`src/rtcx_pkg.sv`:
```
package rtcx_pkg;

	// ---------------------------------------------------------------
	// Register map (byte addresses)
	// ---------------------------------------------------------------
	localparam logic [7:0] OFF_PRIMARY   = 8'h00;
	localparam logic [7:0] OFF_SECONDARY = 8'h04;
	localparam logic [7:0] OFF_EVCTL     = 8'h08;
	localparam logic [7:0] OFF_TRIM      = 8'h0C;
	localparam logic [7:0] OFF_IRQ_STAT  = 8'h10;
	localparam logic [7:0] OFF_IRQ_MASK  = 8'h14;
	localparam logic [7:0] OFF_PRESC     = 8'h18;
	localparam logic [7:0] OFF_RET0      = 8'h20;
	localparam logic [7:0] OFF_RET3      = 8'h2C;

	// ---------------------------------------------------------------
	// Field layout
	// ---------------------------------------------------------------
	localparam int PRI_PSEL_LSB  = 0;
	localparam int PSEL_W        = 4;
	localparam int PRI_TCLR_BIT  = 4;
	localparam int SEC_PAIR_LSB  = 0;
	localparam int PAIR_W        = 2;
	localparam int TRIM_MAG_LSB  = 0;
	localparam int TRIM_MAG_W    = 7;
	localparam int TRIM_SIGN_BIT = 7;
	localparam int TAPS          = 8;
	localparam int TAP_BASE      = 2;
	localparam int PRESC_W       = 10;
	localparam int RET_WORDS     = 4;

	// ---------------------------------------------------------------
	// Timing and thresholds
	// ---------------------------------------------------------------
	localparam int TRIM_PERIOD_CYCLES = 8192;
	localparam int TRIM_CYCLE_PERIODS = 128;
	localparam logic [PSEL_W-1:0] PSEL_TRIM_MIN = 4'h1;

	localparam logic [1:0] RESP_OKAY   = 2'h0;
	localparam logic [1:0] RESP_SLVERR = 2'h2;

	typedef struct packed {
		logic                              aw_have;
		logic [7:0]                        aw_addr;
		logic                              w_have;
		logic [31:0]                       w_data;
		logic [3:0]                        w_strb;
		logic                              bvalid;
		logic [1:0]                        bresp;
		logic                              rvalid;
		logic [31:0]                       rdata;
		logic [1:0]                        rresp;
		logic [PSEL_W-1:0]                 psel;
		logic                              tclr;
		logic [PAIR_W-1:0]                 pair_en;
		logic [TAPS-1:0]                   ev_en;
		logic [TRIM_MAG_W-1:0]             trim_mag;
		logic                              trim_sign;
		logic [TAPS-1:0]                   irq_stat;
		logic [TAPS-1:0]                   irq_mask;
		logic [PRESC_W-1:0]                presc;
		logic [TAPS-1:0]                   tap_ev;
		logic [RET_WORDS-1:0][31:0]        ret;
		logic                              tamper_q;
	} rtcx_state_t;

	localparam rtcx_state_t RTCX_STATE_RST = '0;

endpackage : rtcx_pkg

```
`src/rtcx_sync.sv`:
```
`timescale 1ns/1ns
`default_nettype none

module rtcx_sync #(
	parameter int WIDTH = 1
) (
	input  wire logic             clk,
	input  wire logic             arst_n,
	input  wire logic [WIDTH-1:0] d,
	output logic      [WIDTH-1:0] q
);

	typedef struct packed {
		logic [WIDTH-1:0] s1;
		logic [WIDTH-1:0] s2;
	} rtcx_sync_state_t;

	rtcx_sync_state_t r;
	rtcx_sync_state_t nxt;

	always_comb begin
		nxt.s1 = d;
		nxt.s2 = r.s1;
	end

	always_ff @(posedge clk or negedge arst_n) begin
		if (!arst_n) begin
			r <= '0;
		end else begin
			r <= nxt;
		end
	end

	assign q = r.s2;

endmodule : rtcx_sync

`default_nettype wire

```
`src/rtcx_trim.sv`:
```
`timescale 1ns/1ns
`default_nettype none

module rtcx_trim #(
	parameter int PERIOD_CYCLES = 8192,
	parameter int CYCLE_PERIODS = 128,
	parameter int MAG_W         = 7
) (
	input  wire logic             clk,
	input  wire logic             rst_n,
	input  wire logic             allow,
	input  wire logic [MAG_W-1:0] mag,
	input  wire logic             sign,
	output logic                  step_hold,
	output logic                  step_skip
);

	localparam int PC_W = $clog2(PERIOD_CYCLES);
	localparam int IX_W = $clog2(CYCLE_PERIODS);
	localparam logic [PC_W-1:0] PC_LAST = PC_W'(PERIOD_CYCLES - 1);
	localparam logic [IX_W-1:0] IX_LAST = IX_W'(CYCLE_PERIODS - 1);

	typedef struct packed {
		logic [PC_W-1:0] pcnt;
		logic [IX_W-1:0] idx;
		logic            hold;
		logic            skip;
	} rtcx_trim_state_t;

	rtcx_trim_state_t r;
	rtcx_trim_state_t nxt;
	logic             apply;

	// ---------------------------------------------------------------
	// Correction sequencer
	// ---------------------------------------------------------------
	always_comb begin
		nxt   = r;
		apply = allow && (MAG_W'(r.idx) < mag);
		nxt.hold = 1'b0;
		nxt.skip = 1'b0;
		if (r.pcnt == PC_LAST) begin
			nxt.pcnt = '0;
			nxt.idx  = (r.idx == IX_LAST) ? '0 : IX_W'(r.idx + 1'b1);
			nxt.hold = apply && !sign;
			nxt.skip = apply && sign;
		end else begin
			nxt.pcnt = PC_W'(r.pcnt + 1'b1);
		end
	end

	always_ff @(posedge clk or negedge rst_n) begin
		if (!rst_n) begin
			r <= '0;
		end else begin
			r <= nxt;
		end
	end

	assign step_hold = r.hold;
	assign step_skip = r.skip;
endmodule : rtcx_trim

`default_nettype wire

```
`src/rtcx_top.sv`:
```
// Contract
// - Emit tap event on each rise of prescaler bit n+2 when enabled.
// - Tap n rate equals source clock divided by two to n+3.
// - Tap events ignore prescaler selection, except selection zero stops them all.
// - Apply rate correction only when prescaler selection exceeds one.
// - Each correction adds or skips one count, at most once per 8192 cycles.
// - Per 128 periods, apply exactly magnitude-field many corrections.
// - Sign chooses direction: positive adds counts, negative removes counts.
// - Corrections also shift the prescaler driving the tap events.
// - Four retention words, cleared only by reset or tamper with clear option.
// - Pair enable bit n enables retention words 2n and 2n+1.
//
// The placing of the registers and the AXI4-Lite register port are this design's own decisions.
`timescale 1ns/1ns
`default_nettype none

module rtcx_top
	import rtcx_pkg::*;
#(
	parameter int PERIOD_CYCLES = rtcx_pkg::TRIM_PERIOD_CYCLES,
	parameter int CYCLE_PERIODS = rtcx_pkg::TRIM_CYCLE_PERIODS
) (
	input  wire logic                      clk,
	input  wire logic                      rstn,
	input  wire logic                      tamper_in,
	output logic      [rtcx_pkg::TAPS-1:0] tap_event,
	output logic                           irq,
	input  wire logic                      s_axi_awvalid,
	output logic                           s_axi_awready,
	input  wire logic [7:0]                s_axi_awaddr,
	input  wire logic [2:0]                s_axi_awprot,
	input  wire logic                      s_axi_wvalid,
	output logic                           s_axi_wready,
	input  wire logic [31:0]               s_axi_wdata,
	input  wire logic [3:0]                s_axi_wstrb,
	output logic                           s_axi_bvalid,
	input  wire logic                      s_axi_bready,
	output logic      [1:0]                s_axi_bresp,
	input  wire logic                      s_axi_arvalid,
	output logic                           s_axi_arready,
	input  wire logic [7:0]                s_axi_araddr,
	input  wire logic [2:0]                s_axi_arprot,
	output logic                           s_axi_rvalid,
	input  wire logic                      s_axi_rready,
	output logic      [31:0]               s_axi_rdata,
	output logic      [1:0]                s_axi_rresp
);

	rtcx_state_t       r;
	rtcx_state_t       nxt;
	logic              rst_n_s;
	logic              tamper_s;
	logic              step_hold;
	logic              step_skip;
	logic              trim_allow;
	logic              wr_fire;
	logic              tamper_rise;
	logic [PRESC_W-1:0] presc_new;

	// ---------------------------------------------------------------
	// Reset release and tamper pin synchronisers
	// ---------------------------------------------------------------
	rtcx_sync #(
		.WIDTH (1)
	) u_rst_sync (
		.clk    (clk),
		.arst_n (rstn),
		.d      (1'b1),
		.q      (rst_n_s)
	);

	rtcx_sync #(
		.WIDTH (1)
	) u_tamper_sync (
		.clk    (clk),
		.arst_n (rst_n_s),
		.d      (tamper_in),
		.q      (tamper_s)
	);

	// ---------------------------------------------------------------
	// Correction sequencer
	// ---------------------------------------------------------------
	assign trim_allow = (r.psel > PSEL_TRIM_MIN);

	rtcx_trim #(
		.PERIOD_CYCLES (PERIOD_CYCLES),
		.CYCLE_PERIODS (CYCLE_PERIODS),
		.MAG_W         (TRIM_MAG_W)
	) u_trim (
		.clk       (clk),
		.rst_n     (rst_n_s),
		.allow     (trim_allow),
		.mag       (r.trim_mag),
		.sign      (r.trim_sign),
		.step_hold (step_hold),
		.step_skip (step_skip)
	);

	// ---------------------------------------------------------------
	// Helpers
	// ---------------------------------------------------------------
	function automatic logic [31:0] merge(input logic [31:0] old, input logic [31:0] data,
		input logic [3:0] strb);
		logic [31:0] v;
		v = old;
		for (int b = 0; b < 4; b++) begin
			if (strb[b]) begin
				v[8*b +: 8] = data[8*b +: 8];
			end
		end
		return v;
	endfunction : merge

	function automatic logic ret_hit(input logic [7:0] a);
		return (a >= OFF_RET0) && (a <= OFF_RET3) && (a[1:0] == 2'h0);
	endfunction : ret_hit

	function automatic logic mapped(input logic [7:0] a);
		logic m;
		m = ret_hit(a);
		case (a)
			OFF_PRIMARY, OFF_SECONDARY, OFF_EVCTL, OFF_TRIM,
			OFF_IRQ_STAT, OFF_IRQ_MASK, OFF_PRESC: m = 1'b1;
			default: m = m;
		endcase
		return m;
	endfunction : mapped

	function automatic logic [31:0] read_word(input rtcx_state_t s, input logic [7:0] a);
		logic [31:0] v;
		v = '0;
		case (a)
			OFF_PRIMARY: begin
				v[PRI_PSEL_LSB +: PSEL_W] = s.psel;
				v[PRI_TCLR_BIT]           = s.tclr;
			end
			OFF_SECONDARY: v[SEC_PAIR_LSB +: PAIR_W] = s.pair_en;
			OFF_EVCTL:     v[TAPS-1:0] = s.ev_en;
			OFF_TRIM: begin
				v[TRIM_MAG_LSB +: TRIM_MAG_W] = s.trim_mag;
				v[TRIM_SIGN_BIT]              = s.trim_sign;
			end
			OFF_IRQ_STAT:  v[TAPS-1:0] = s.irq_stat;
			OFF_IRQ_MASK:  v[TAPS-1:0] = s.irq_mask;
			OFF_PRESC:     v[PRESC_W-1:0] = s.presc;
			default: begin
				if (ret_hit(a)) begin
					v = s.ret[a[3:2]];
				end
			end
		endcase
		return v;
	endfunction : read_word

	// ---------------------------------------------------------------
	// Next state
	// ---------------------------------------------------------------
	assign wr_fire     = r.aw_have && r.w_have && !r.bvalid;
	assign tamper_rise = tamper_s && !r.tamper_q;

	always_comb begin
		logic [TAPS-1:0] stat_clr;
		logic [TAPS-1:0] ev;
		stat_clr = '0;
		ev       = '0;
		nxt      = r;
		nxt.tamper_q = tamper_s;

		// Prescaler: hold adds a count, skip removes one
		if (step_hold) begin
			presc_new = r.presc;
		end else if (step_skip) begin
			presc_new = PRESC_W'(r.presc + 10'h002);
		end else begin
			presc_new = PRESC_W'(r.presc + 10'h001);
		end
		nxt.presc = presc_new;

		// Tap events on rising prescaler bits
		ev = r.ev_en & ~r.presc[TAP_BASE +: TAPS] & presc_new[TAP_BASE +: TAPS];
		if (r.psel == '0) begin
			ev = '0;
		end
		nxt.tap_ev = ev;

		// AXI address / data capture
		if (s_axi_awvalid && !r.aw_have && !r.bvalid) begin
			nxt.aw_have = 1'b1;
			nxt.aw_addr = s_axi_awaddr;
		end
		if (s_axi_wvalid && !r.w_have && !r.bvalid) begin
			nxt.w_have = 1'b1;
			nxt.w_data = s_axi_wdata;
			nxt.w_strb = s_axi_wstrb;
		end
		if (r.bvalid && s_axi_bready) begin
			nxt.bvalid = 1'b0;
		end

		// Register write
		if (wr_fire) begin
			nxt.aw_have = 1'b0;
			nxt.w_have  = 1'b0;
			nxt.bvalid  = 1'b1;
			nxt.bresp   = mapped(r.aw_addr) ? RESP_OKAY : RESP_SLVERR;
			case (r.aw_addr)
				OFF_PRIMARY: begin
					logic [31:0] m;
					m = merge(read_word(r, OFF_PRIMARY), r.w_data, r.w_strb);
					nxt.psel = m[PRI_PSEL_LSB +: PSEL_W];
					nxt.tclr = m[PRI_TCLR_BIT];
				end
				OFF_SECONDARY: begin
					logic [31:0] m;
					m = merge(read_word(r, OFF_SECONDARY), r.w_data, r.w_strb);
					nxt.pair_en = m[SEC_PAIR_LSB +: PAIR_W];
				end
				OFF_EVCTL: begin
					logic [31:0] m;
					m = merge(read_word(r, OFF_EVCTL), r.w_data, r.w_strb);
					nxt.ev_en = m[TAPS-1:0];
				end
				OFF_TRIM: begin
					logic [31:0] m;
					m = merge(read_word(r, OFF_TRIM), r.w_data, r.w_strb);
					nxt.trim_mag  = m[TRIM_MAG_LSB +: TRIM_MAG_W];
					nxt.trim_sign = m[TRIM_SIGN_BIT];
				end
				OFF_IRQ_STAT: begin
					if (r.w_strb[0]) begin
						stat_clr = r.w_data[TAPS-1:0];
					end
				end
				OFF_IRQ_MASK: begin
					logic [31:0] m;
					m = merge(read_word(r, OFF_IRQ_MASK), r.w_data, r.w_strb);
					nxt.irq_mask = m[TAPS-1:0];
				end
				default: begin
					if (ret_hit(r.aw_addr) && r.pair_en[r.aw_addr[3]]) begin
						nxt.ret[r.aw_addr[3:2]] = merge(r.ret[r.aw_addr[3:2]],
							r.w_data, r.w_strb);
					end
				end
			endcase
		end

		// Sticky status: a new event wins over a clear
		nxt.irq_stat = (r.irq_stat & ~stat_clr) | ev;

		// Tamper clear of retention words
		if (tamper_rise && r.tclr) begin
			nxt.ret = '0;
		end

		// AXI read
		if (r.rvalid && s_axi_rready) begin
			nxt.rvalid = 1'b0;
		end
		if (s_axi_arvalid && !r.rvalid) begin
			nxt.rvalid = 1'b1;
			nxt.rdata  = read_word(r, s_axi_araddr);
			nxt.rresp  = mapped(s_axi_araddr) ? RESP_OKAY : RESP_SLVERR;
		end
	end

	always_ff @(posedge clk or negedge rst_n_s) begin
		if (!rst_n_s) begin
			r <= RTCX_STATE_RST;
		end else begin
			r <= nxt;
		end
	end

	// ---------------------------------------------------------------
	// Outputs
	// ---------------------------------------------------------------
	assign tap_event     = r.tap_ev;
	assign irq           = |(r.irq_stat & r.irq_mask);
	assign s_axi_awready = !r.aw_have && !r.bvalid;
	assign s_axi_wready  = !r.w_have && !r.bvalid;
	assign s_axi_bvalid  = r.bvalid;
	assign s_axi_bresp   = r.bresp;
	assign s_axi_arready = !r.rvalid;
	assign s_axi_rvalid  = r.rvalid;
	assign s_axi_rdata   = r.rdata;
	assign s_axi_rresp   = r.rresp;
endmodule : rtcx_top

`default_nettype wire

```
`config.mk`:
```
export PLATFORM = sky130hd
export DESIGN_NAME = rtcx_top
export DESIGN_NICKNAME = d
export VERILOG_FILES = /design/src/rtcx_pkg.sv /design/src/rtcx_sync.sv /design/src/rtcx_trim.sv /design/src/rtcx_top.sv
export SDC_FILE = /design/constraint.sdc
export NUM_CORES = 1
export LEC_CHECK = 0
export BUFFER_PORTS_ARGS = -buffer_cell sky130_fd_sc_hd__buf_2
export CORE_ASPECT_RATIO = 1.2
export CORE_UTILIZATION = 60
export CTS_CLUSTER_SIZE = 10
export DETAILED_ROUTE_END_ITERATION = 6
export HOLD_SLACK_MARGIN = 0.06
export PLACE_DENSITY = 0.91
export SYNTH_ARGS = -nofsm -noshare
export SYNTH_HDL_FRONTEND = slang
export SYNTH_HIERARCHICAL = 1
export SYNTH_SLANG_ARGS = --single-unit
```
`constraint.sdc`:
```
create_clock -name clk -period 10.6 [get_ports clk]
set_clock_uncertainty 0.2 [all_clocks]
set_input_delay 1.59 -clock clk [delete_from_list [all_inputs] [get_ports clk]]
set_output_delay 1.59 -clock clk [all_outputs]
set_load 0.01 [all_outputs]
```
---- Yosys cells after proc, flatten, opt, wreduce, memory -nomap -nowiden ----
Cells that the tools add are included.
operators by class
  $add $sub $neg .......................... 4
  magnitude comparators ................... 10
  equal/unequal tests ..................... 15
  muxes and demuxes ....................... 58
  bitwise logic cells ..................... 7
  reduce and logical (&&, ||, !) cells .... 51
operators with widths
  cell                                                               number
  two-way mux 128 bit                                                4
  two-way mux 8 bit                                                  20
  binary-select mux 32 bit (select 2 bit)                            2
  bitwise mux 128 bit                                                1
  two-way mux 32 bit                                                 4
  demux 32 bit (select 2 bit)                                        1
  == test 8 x 5 -> 1 bit, second input constant                      6
  two-way mux 37 bit                                                 1
  two-way mux 35 bit                                                 1
  AND 8 bit                                                          4
  == test 8 x 4 -> 1 bit, second input constant                      4
  logical AND 1 bit                                                  22
  two-way mux 22 bit                                                 1
  case mux 3 bit (7 select lines)                                    1
  two-way mux 10 bit                                                 2
  case mux 3 bit (6 select lines)                                    1
  AND reduction 3 bit                                                6
  == test 8 x 3 -> 1 bit, second input constant                      2
  greater-or-equal comparator 8 x 6 -> 1 bit, second input constant  2
  <= comparator 8 x 6 -> 1 bit, second input constant                2
  zero test 8 bit                                                    2
  inverter 8 bit                                                     2
  case mux 2 bit (7 select lines)                                    1
  OR reduction 7 bit                                                 2
  other kinds (27)                                                   51
word-level totals
  register bits after elaboration ......... 296
  input bits .............................. 66
  output and inout port bits .............. 50
  word-level logic and storage cells ...... 179

---- Logic depth before layout (Yosys ltp) ----
Gate-level depths: netlist (run 1).
  depth after elaboration ................. 12
  mapped depth ............................ 7
  mapped depth without buffers ............ 5

---- Modules after synthesis ----
The synthesis (run 1) kept the hierarchy.
modules (own cells, without submodules)
  module     times used  cells each  area an instance (um^2)  seq. area each (um^2)
  rtcx_top   1           917         12,743.5                 6,706.4
  rtcx_trim  1           113         1,154.9                  550.5
  rtcx_sync  2           2           50.0                     50.0

---- Worst setup path before layout (run 1) ----
No wires, ideal clock.
  path kind ............................... input-to-reg
  start point ............................. input s_axi_araddr[3]
  end point ............................... register r, in the netlist s_axi_rdata[10]
  setup time .............................. 121 ps
  arrival ................................. 2,857 ps
  required time ........................... 10,279 ps
  path slack .............................. 7,422 ps
  stages .................................. 5
  buffers on the path ..................... 3
  path through ............................ buf_2 buf_2 clkbuf_1 mux4_2 a22o_1
between the ends
  cells in the longest elaborated chain, start to end .. 5
  elaborated cells between the ends (all ways) .. 16
  classes of those cells .................. 2 x order compare; 6 x eq/ne; 4 x mux; 4 x reduce/logical
RTL lines
  item                                                                                               line             source
  start, declared                                                                                    rtcx_top.sv:41   input wire logic [7:0] s_axi_araddr,
  greater-or-equal comparator 8 x 6 -> 1 bit / <= comparator 8 x 6 -> 1 bit (equally long branches)  rtcx_top.sv:116  return (a >= OFF_RET0) && (a <= OFF_RET3) && (a[1:0] == 2'h0);
  logical AND 1 bit (2 in a row)                                                                     rtcx_top.sv:116
  two-way mux 32 bit                                                                                 rtcx_top.sv:148  if (ret_hit(a)) begin
  two-way mux 22 bit (*)                                                                             rtcx_top.sv:133  case (a)
  end signal, assigned                                                                               rtcx_top.sv:272  r <= nxt;
  end, declared                                                                                      rtcx_top.sv:49   rtcx_state_t r;
Every way passes the cells marked *; elsewhere a longest branch is shown, timed or not. The select of a mux whose other input is x is not followed.
A chain may end at the register's enable or synchronous reset.

---- Worst setup path after layout (run 1) ----
  start point ............................. register r[152] in the netlist's numbering
  end point ............................... output irq
between the ends
  cells in the longest elaborated chain, start to end .. 2
RTL lines
  item                line             source
  AND 8 bit           rtcx_top.sv:280  assign irq = |(r.irq_stat & r.irq_mask);
  OR reduction 8 bit  rtcx_top.sv:280
  end, declared       rtcx_top.sv:27   output logic irq,
No other way between the ends.

==> flow_metrics.tcl, run 1 <==
set metrics [dict create \
    status "finished, final reports clean" \
    worstSkewPairLatency_ns 0.50 \
    vias 9426 \
    nets 1154 \
    powerDensity_nw_per_um2 195 \
    cts_resized 0 \
    synth-async-reset-ratio 1.00 \
    io_buffers 107 \
    drt_iter0_markers 915 \
    setup_ws_ns 7.28 \
    grt_pass1_vias 10100 \
    final_common_cell "dfrtp_1" \
    grt_first_pass_wirelength_um 53700 \
    worst_pin_slew_ns 1.04 \
    seqCellArea_um2 7360 \
    crit_path_top_delay_cell "dfrtp_1" \
    cts_sinks 294 \
    crit_buf_inv 1 \
    synth_area_um2 14000 \
    vdd_drop_max_v 0.000179 \
    maxCapViolCount 0 \
    cts_buffers 35 \
    wl_per_cell_um 23.6 \
    worstSetupEndpointType "primary output" \
    critical_path_required_ns 8.81 \
    yosysSeqAreaShare 0.526 \
    finalCritPeriodShare 0.313 \
    cts_tree "done" \
    die_area_um2 23900 \
    cts_setup_buffers 0 \
    slew_viol_final 0 \
    tns_ns 0 \
    crit_fanout 3 \
    hold_viol 0 \
    drive_gt1_frac 0.298 \
    crit_family "flip-flops" \
    grt_max_degree 189 \
    viasPerCell 6.77 \
    fill_cells 1559 \
    max_slew_margin 0.308 \
    hold_ws_ns 0.0811 \
    yosysUniqueCellTypes 67 \
    ys_ff_latch 294 \
    synth_edf_count 0 \
    drc 0 \
    postSynthCellCount 1034 \
    die_y_um 169 \
    num_rows 60 \
    die_x_um 141 \
    grt-ovfl-total 0 \
    start_kind "flop" \
    period_needed_ns 3.32 \
    antenna_found_initial 0 \
    path_cells "a22oi_1 > nand4_1 > buf_2" \
    core_area_um2 22700 \
    wl_um 32900 \
    worst_ep_arrival_time_ns 1.53 \
    post-place-ws_ns 6.81 \
    leakagePower_nw 6.95 \
    antenna_left 0 \
    hold_path.class "flop to async pin" \
    ys_warn_count 6 \
    boundaryPins 116 \
    slowest_delay_ns 0.39 \
    grt.total_usage 0.289 \
    rsz0062_at_grt "no" \
    setup_viol 0 \
    cts_hold_buf 0 \
    critPathKind "flop to primary output" \
    clock_path_buffers 3 \
    htreeDepth 2 \
    synthFlopType "dfrtp_1" \
    cts_root_buf "clkbuf_16" \
    cts.clk_slew.worst_paths_ns 0.05 \
    n_antenna_cell 0 \
    final_cell_mix "292 x dfrtp_1, 129 x o2bb2ai_1, 107 x buf_2" \
    synth.avg_cell_area_um2 13.5 \
    dp_hpwl_um 19600 \
    max_freq_mhz 301 \
    gp_congestion 0.881 \
    start_util 0.617 \
    multi_input_area_um2 5980 \
    area_growth_pct 9.65 \
    dr.pass1.iters 5 \
]
-- synth_stat cells (8+ instances only) --
master     number  share of area
a21o_1         12         0.0064
a21oi_1        10         0.0036
a22o_1         24          0.015
buf_1           9         0.0024
buf_2          20         0.0072
buf_4          44          0.024
clkbuf_1       39          0.010
dfrtp_1       294           0.53
ha_1           10         0.0089
inv_1          18         0.0048
mux2_2         67          0.054
mux2_4          8         0.0086
mux2i_1        47          0.034
mux4_2         66           0.11
nand2_1        41          0.011
nand2b_1        9         0.0040
nand3_1        12         0.0043
nand4_1         8         0.0036
nor2_1         27         0.0072
nor4_1         12         0.0054
o21ai_0        12         0.0043
o2bb2ai_1     129          0.081
xnor2_1        12         0.0075
xor2_1          8         0.0050
-- worst register-to-register path, delay by kind of cell (launching register included) --
| family | cells | cell delay, ns |
|---|---|---|
| AO/OA/AOI/OAI | 1 | 0.45 |
| multiplexers | 1 | 0.30 |
| buffers and inverters | 1 | 0.49 |
| flip-flops | 1 | 0.32 |
| AND/OR/NAND/NOR | 2 | 0.96 |
-- routing by layer --
metal  share of wire  up-vias  GRT usage
met1            0.39     4894      0.369
li1                -     3988          -
met3           0.068       82     0.0460
met5               0        -          0
met4           0.030        0      0.130
met2            0.51      462      0.491
-- cell type report --
| cell class | count | share of cell area |
|---|---|---|
| well taps | 310 | 0.0253 |
| clock buffers | 41 | 0.0592 |
| multi-input cells | 610 | 0.389 |
| clock inverters | 1 | 0.000571 |
| repair buffers | 119 | 0.0416 |
| inverters | 18 | 0.00440 |
| flip-flops and latches | 294 | 0.480 |
-- final timing paths --
check,start,endpoint,slack [ns],cells after the start
worst max-delay path,r[152],irq,7.28,3
worst min-delay path,u_rst_sync/q,r[90],0.08,0
worst max register to register,r[264],r[82],7.77,5
worst min register to register,u_rst_sync/q,r[90],0.08,0
max in group asynchronous,u_rst_sync/q,r[17],7.90,2
min in group clk,u_rst_sync/nxt[0],u_rst_sync/q,0.16,0
-- cells by family after synthesis --
| logic type | synth area share |
|---|---|
| other | 0.000536 |
| and+or+nand+nor | 0.0695 |
| DFF | 0.526 |
| AOI/OAI and AO/OA | 0.131 |
| buffers and inverters | 0.0492 |
| adders and majority gates | 0.00894 |
| xor gates and xnor gates | 0.0125 |
| muxes | 0.202 |
-- through the flow --
stage | utilization | total power [mW] | std cells | cell area (um2)
detailed placement | 0.637 | 1.98 | 1351 | 14400
finish | 0.677 | 2.99 | 1393 | 15300
floorplan | - | 1.81 | 1035 | 14000
global placement | 0.637 | 1.96 | 1351 | 14400
CTS | 0.677 | 3.01 | 1393 | 15300
global route | 0.677 | 3.11 | 1393 | 15300
-- state kept, by name (all words and copies together) (netlist names) --
signal             count
r                    224
s_axi_rdata           32
u_trim/r              20
tap_event              8
s_axi_bresp            1
s_axi_bvalid           1
s_axi_rresp            1
s_axi_rvalid           1
u_rst_sync/nxt         1
u_rst_sync/q           1
u_tamper_sync/nxt      1
u_tamper_sync/q        1
u_trim/step_hold       1
u_trim/step_skip       1
-- power by group --
group | internal (mW) | total [mW] | switching (mW)
Sequential | 1.24 | 1.40 | 0.163
Clock | 0.596 | 1.02 | 0.427
Combinational | 0.260 | 0.572 | 0.312
Total | 2.09 | 2.99 | 0.902
No activity file was read; power rests on OpenSTA's default activity.
==> inputs of run 2 (changes only) <==
ABC_AREA = 1   (was unset)
CORE_UTILIZATION = 55   (was 60)
PLACE_DENSITY = 0.88   (was 0.91)
clock period = 3 ns   (was 10.6 ns; I/O delays follow)
==> run 2 against run 1 <==
Net effect:
- via count grew 45%
- synthesized area grew 5.5%
- first-iteration DRC count grew 82%
- sequential share of layout area shrank 3.9 points
- global-route usage grew 1.9 points
- sequential power grew to 3.4 times the previous value
- combinational power grew to 4.1 times the previous value
- critical path depth grew 1
- power grew to 3.6 times the previous value
- sequential cell count is the same
- final cell count grew 64%
- utilization shrank 4.3 points
==> flow_metrics.tcl, run 2 <==
set metrics [dict create \
    max_slew_margin 0.315 \
    htreeDepth 2 \
    drc 0 \
    synth_xor_xnor_area_share 0.00711 \
    drive_gt1_frac 0.121 \
    boundaryPins 116 \
    critical_path_required_ns 3.21 \
    r2r_cells 4 \
    max_freq_mhz 404 \
    min_delay_worst_endpoint "r[263]" \
    slowest_delay_ns 0.60 \
    leakagePower_nw 8.69 \
    finalCritPeriodShare 0.824 \
    synth.top_cells.by_count "756 x nand2_1, 294 x dfrtp_1, 213 x nand3_1" \
    yosysMostFrequentCell "nand2_1" \
    rsz0062_at_grt "no" \
    drt_iter0_markers 1664 \
    maxCapViolCount 0 \
    top_layer_used "met4" \
    postSynthCellCount 1859 \
    num_rows 65 \
    largest_reg_flops 224 \
    wl_um 41500 \
    cts.clk_slew.worst_paths_ns 0.05 \
    met2_length_um 19800 \
    viasPerCell 5.98 \
    cts_setup_buffers 0 \
    yosysUniqueCellTypes 36 \
    status "finished, final reports clean" \
    wl_met3_um 4520 \
    tns_ns 0 \
    synthAdderAreaFrac 0.00847 \
    ff2ff_setup_slack_ns 0.53 \
    setup_viol 0 \
    dp_hpwl_um 25400 \
    grt_max_degree 121 \
    vdd_drop_max_v 0.000508 \
    start_util 0.561 \
    crit_path_top_delay_cell "nand4_1" \
    path_cells "inv_1 > nor2_1 > nand4_1 > o21ai_0" \
    wl_per_cell_um 18.1 \
    powerDensity_nw_per_um2 643 \
    gp_congestion 1.04 \
    crit_fanout 16 \
    ys_ff_latch 294 \
    nets 2027 \
    hold_depth 3 \
    final_cell_mix "754 x nand2_1, 293 x dfrtp_1, 213 x nand3_1" \
    worst_pin_slew_ns 1.02 \
    start_kind "flop" \
    cts_buffers 35 \
    yosys-mux-area-fraction 0.0206 \
    yosysSeqAreaShare 0.498 \
    final_common_cell "nand2_1" \
    crit_family "simple AND/OR/NAND/NOR gates" \
    layoutNonFillerInstCount 2290 \
    wl_met1_um 14900 \
    worst_ep_arrival_time_ns 2.68 \
    synth_area_um2 14800 \
    slew_viol_final 0 \
    synth.area.top_cells "dfrtp_1 50%, nand2_1 19%, nand3_1 7.2%" \
    cts_sinks 294 \
    grt-ovfl-total 0 \
    synth_top_family_by_area "simple AND/OR/NAND/NOR gates" \
    synth_top_area_cell "dfrtp_1" \
    grt_first_pass_wirelength_um 66500 \
    top_register "r" \
    core_area_um2 26400 \
    period_needed_ns 2.47 \
    ys_warn_count 6 \
    synth.avg_cell_area_um2 7.95 \
    crit_buf_inv 1 \
    clock_path_buffers 3 \
    synthFlopType "dfrtp_1" \
    dr.pass1.iters 6 \
    die_y_um 182 \
    die_area_um2 27500 \
    antenna_left 0 \
    antenna_found_initial 0 \
    dp.cells 2203 \
    cts_tree "done" \
    netlist.area_leader.share 0.498 \
    synth_edf_count 0 \
    critPathKind "flop to flop" \
    synth-async-reset-ratio 1.00 \
    die_x_um 152 \
    synth-compound-area-share 0.0700 \
    worstReg2RegEnd "r[169]" \
    reg2reg_from "r[224]" \
    worstSetupEndpointType "flop" \
    n_antenna_cell 0 \
    grt_pass1_vias 13500 \
    io_buffers 107 \
    area_growth_pct 13.0 \
    grt.total_usage 0.308 \
    hold_path.class "input pin to flop" \
    hold_viol 0 \
    fill_cells 2125 \
    worstHoldStart "s_axi_awaddr[2]" \
    vias 13700 \
    cts_root_buf "clkbuf_16" \
    yosys.area_share.simple 0.324 \
    worstSkewPairLatency_ns 0.52 \
]
## run 2: changes by cell type after synthesis, sizes merged, moves of 48 or more
cell	before	now
nand3	13	215
mux2	75	27
o21ai	12	62
inv	18	78
nor2	27	97
o2bb2ai	129	0
mux4	66	0
nand2	43	759
## run 2: how the worst max path moves through the flow
stage | start | end | depth (start not counted)
5_1_grt | r[224] | r[163] | 4
4_1_cts | r[224] | r[169] | 4
6_report | r[224] | r[169] | 4
3_5_place_dp | s_axi_araddr[0] | s_axi_rdata[7] | 8
2_1_floorplan | u_rst_sync/q | r[0] | 0
3_3_place_gp | s_axi_araddr[0] | s_axi_rdata[7] | 8
## run 2: layer usage
metal	GRT usage	up-vias
li1	-	6182
met1	0.386	6436
met2	0.503	886
met3	0.0457	194
met4	0.183	0
met5	0	-
## run 2: what timing repair did
item	in CTS	in global routing
resized for setup	0	0
hold endpoints to repair	49	0
hold buffers	46	0
## run 2: area by class of cell
| type | count | area, um2 | share of cell area |
|---|---|---|---|
| Sequential cell | 294 | 7360 | 0.441 |
| Timing Repair Buffer | 186 | 1290 | 0.0775 |
| Clock buffer | 38 | 887 | 0.0531 |
| Clock inverter | 3 | 37.5 | 0.00225 |
| Multi-Input combinational cell | 1350 | 6390 | 0.382 |
| Tap cell | 335 | 419 | 0.0251 |
| Inverter | 84 | 315 | 0.0189 |
## run 2: logic make-up (layout without fill, tap and decap cells)
logic type / count (synthesis) / after routing
AO/OA/AOI/OAI: 164 / 164
AND/OR/NAND/NOR: 1134 / 1134
flip-flops: 294 / 294
XOR/XNOR: 12 / 12
buffers and inverters: 216 / 311
adder cells (fa/ha/maj): 10 / 10
multiplexers: 27 / 27
other: 2 / 3
## run 2: worst register-to-register path, stage by stage, from the launching register on
cell	delay, ns
dfrtp_1	0.51
inv_1	0.30
nor2_1	0.32
nand4_1	0.61
o21ai_0	0.42
## run 2: power by group
group          switching (mW)  total, mW  internal [mW]
Sequential              0.353       4.73           4.38
Clock                    1.58       3.66           2.08
Combinational            1.66       2.34          0.682
## run 2: through the flow
stage | area [um2] | worst slack [ns] | util | hold WS, ns | total power [mW]
6_report | 16700 | 0.527 | 0.634 | 0.0672 | 10.7
3_5_place_dp | 15300 | 0.544 | 0.581 | -0.0561 | 6.99
5_1_grt | 16700 | 0.386 | 0.634 | 0.0728 | 11.1
3_3_place_gp | 15300 | 0.568 | 0.581 | -0.0573 | 6.91
2_1_floorplan | 14800 | -0.129 | - | -0.0456 | 6.22
4_1_cts | 16700 | 0.588 | 0.634 | 0.0610 | 10.7
==> inputs of run 3 (changes only) <==
clock period = 2.23 ns   (was 3 ns; I/O delays follow)
==> run 3 against run 2 <==
Net effect:
- design area up 3.2%
- utilization grew 2.0 points
- sequential power rose by 34%
- non-clock buffer count rose by 32
- global-route usage is 1.7 points higher
- sequential share of layout area fell by 1.4 points
- die area did not move
- setup slack got worse by 0.42 ns
- final cell count grew 1.5%
- register-to-register slack worse by 0.40 ns
- combinational power grew 48%
- critical path type is now flop to primary output
- largest power group unchanged
- highest routed layer unchanged
==> flow_metrics.tcl, run 3 (synthesis gave the netlist of run 2 again) <==
set metrics [dict create \
    status "finished, final reports clean" \
    hold_path.class "input pin to flop" \
    die_x_um 152 \
    drt_iter0_markers 1687 \
    grt.total_usage 0.325 \
    reg2reg_from "r[262]" \
    core_area_um2 26400 \
    vias 14000 \
    dp.cells 2224 \
    pwr-share-comb 0.233 \
    layoutNonFillerInstCount 2325 \
    grt-ovfl-total 0 \
    power.internal_mw 9.91 \
    dr.pass1.iters 6 \
    gp_congestion 0.949 \
    critical_path_required_ns 1.70 \
    worst_pin_slew_ns 0.634 \
    worst_ep_arrival_time_ns 1.59 \
    cts_tree "done" \
    crit_path_end "irq" \
    hold_viol 0 \
    seqPwrFrac 0.427 \
    top_register "r" \
    die_area_um2 27500 \
    clock_path_buffers 3 \
    cts.clk_slew.worst_paths_ns 0.05 \
    worstReg2RegEnd "r[19]" \
    r2r_cells 9 \
    ff2ff_setup_slack_ns 0.13 \
    grt_first_pass_wirelength_um 70000 \
    max_slew_margin 0.576 \
    cts_buffers 35 \
    final_cell_mix "754 x nand2_1, 293 x dfrtp_1, 213 x nand3_1" \
    path_cells "a22o_1 > a21oi_2 > nand3_1 > buf_2" \
    powerDensity_nw_per_um2 862 \
    vdd_drop_max_v 0.000831 \
    dp_hpwl_um 26500 \
    pwr-share-clk 0.340 \
    antenna_found_initial 0 \
    start_util 0.561 \
    worstSkewPairLatency_ns 0.52 \
    num_rows 65 \
    cts_sinks 294 \
    worstSetupEndpointType "primary output" \
    start_kind "flop" \
    viasPerCell 6.03 \
    antenna_left 0 \
    io_buffers 107 \
    rsz0062_at_grt "no" \
    wl_um 43700 \
    n_antenna_cell 0 \
    startpoint "r[162]" \
    switchingPower_mw 4.94 \
    wl_per_cell_um 18.8 \
    final_common_cell "nand2_1" \
    largest_reg_flops 224 \
    maxCapViolCount 0 \
    cts_root_buf "clkbuf_16" \
    critPathKind "flop to primary output" \
    fill_cells 2036 \
    multi_input_area_um2 6390 \
    period_needed_ns 2.13 \
    slew_viol_final 0 \
    die_y_um 182 \
    area_growth_pct 16.6 \
    slowest_delay_ns 0.40 \
    setup_viol 0 \
    crit_path_top_delay_cell "dfrtp_1" \
    drive_gt1_frac 0.131 \
    sw_frac_of_total 0.333 \
    nets 2059 \
    crit_fanout 3 \
    seqCellArea_um2 7360 \
    max_freq_mhz 470 \
    drc 0 \
    htreeDepth 2 \
    finalCritPeriodShare 0.953 \
    boundaryPins 116 \
    leakagePower_nw 8.94 \
    grt_max_degree 78 \
    tns_ns 0 \
    grt_pass1_vias 13900 \
]
[run 3: cell types whose count changed in the layout (fill, tap and decap cells not counted), sizes merged]
| cell | previous run | this run |
|---|---|---|
| buf | 140 | 162 |
| clkbuf | 38 | 42 |
| inv | 78 | 79 |
| dlygate4sd3 | 46 | 56 |
| clkinv | 9 | 7 |
[run 3: critical path: cells and delay by family (launching register included)]
family,cells,cell delay (ns)
simple gates,1,0.11
flops,1,0.40
buf+inv,1,0.16
compound gates,2,0.41
[run 3: repair_timing]
action                                  4_1_cts  5_1_grt
buffers inserted                              0        1
hold buffers                                 56        0
resized for setup                             0        1
hold endpoints to repair                     51        0
endpoints found under the setup margin        0        2
[run 3: through the flow]
step | worst slack (ns) | total power [mW] | instance area, um2 | util | hold slack [ns]
6_report | 0.104 | 14.9 | 17200 | 0.654 | 0.0934
2_1_floorplan | -0.899 | 8.37 | 14800 | - | -0.161
3_3_place_gp | 0.274 | 9.49 | 15700 | 0.596 | -0.0788
5_1_grt | 0.0264 | 15.4 | 17200 | 0.654 | 0.121
4_1_cts | 0.0160 | 14.7 | 17200 | 0.653 | 0.108
3_5_place_dp | 0.199 | 9.61 | 15700 | 0.596 | -0.0772
[run 3: power groups by stage]
stage / Clock, mW / Sequential [mW] / Combinational [mW]
after floorplan: 0 / 6.29 / 2.08
after global placement: 0 / 6.36 / 3.12
after detailed placement: 0 / 6.40 / 3.21
after CTS: 5.09 / 6.31 / 3.33
after global routing: 5.31 / 6.39 / 3.71
final: 5.05 / 6.35 / 3.46
[run 3: layout make-up]
type                       count  share of cell area
clock buffer                  42              0.0542
clock inverter                 2             0.00145
inverter                      84              0.0183
multi-input combinational   1350               0.371
sequential                   294               0.427
tap                          335              0.0243
timing repair buffer         218               0.104
[run 3: how the worst min path moves through the flow]
stage,from,end,slack (ns),cells after the start
2_1_floorplan,rstn,u_rst_sync/nxt[0],-0.16,0
3_3_place_gp,rstn,u_rst_sync/nxt[0],-0.08,1
3_5_place_dp,rstn,u_rst_sync/nxt[0],-0.08,1
4_1_cts,s_axi_arvalid,s_axi_rdata[8],0.11,5
5_1_grt,s_axi_arvalid,s_axi_rdata[8],0.12,5
6_report,s_axi_arvalid,s_axi_rdata[9],0.09,5
[run 3: per-layer routing]
layer | part of all wire | track usage | vias up
met4 | 0.053 | 0.194 | 0
met1 | 0.36 | 0.385 | 6640
li1 | - | - | 6259
met2 | 0.50 | 0.549 | 920
met3 | 0.094 | 0.0558 | 205
met5 | 0 | 0 | -
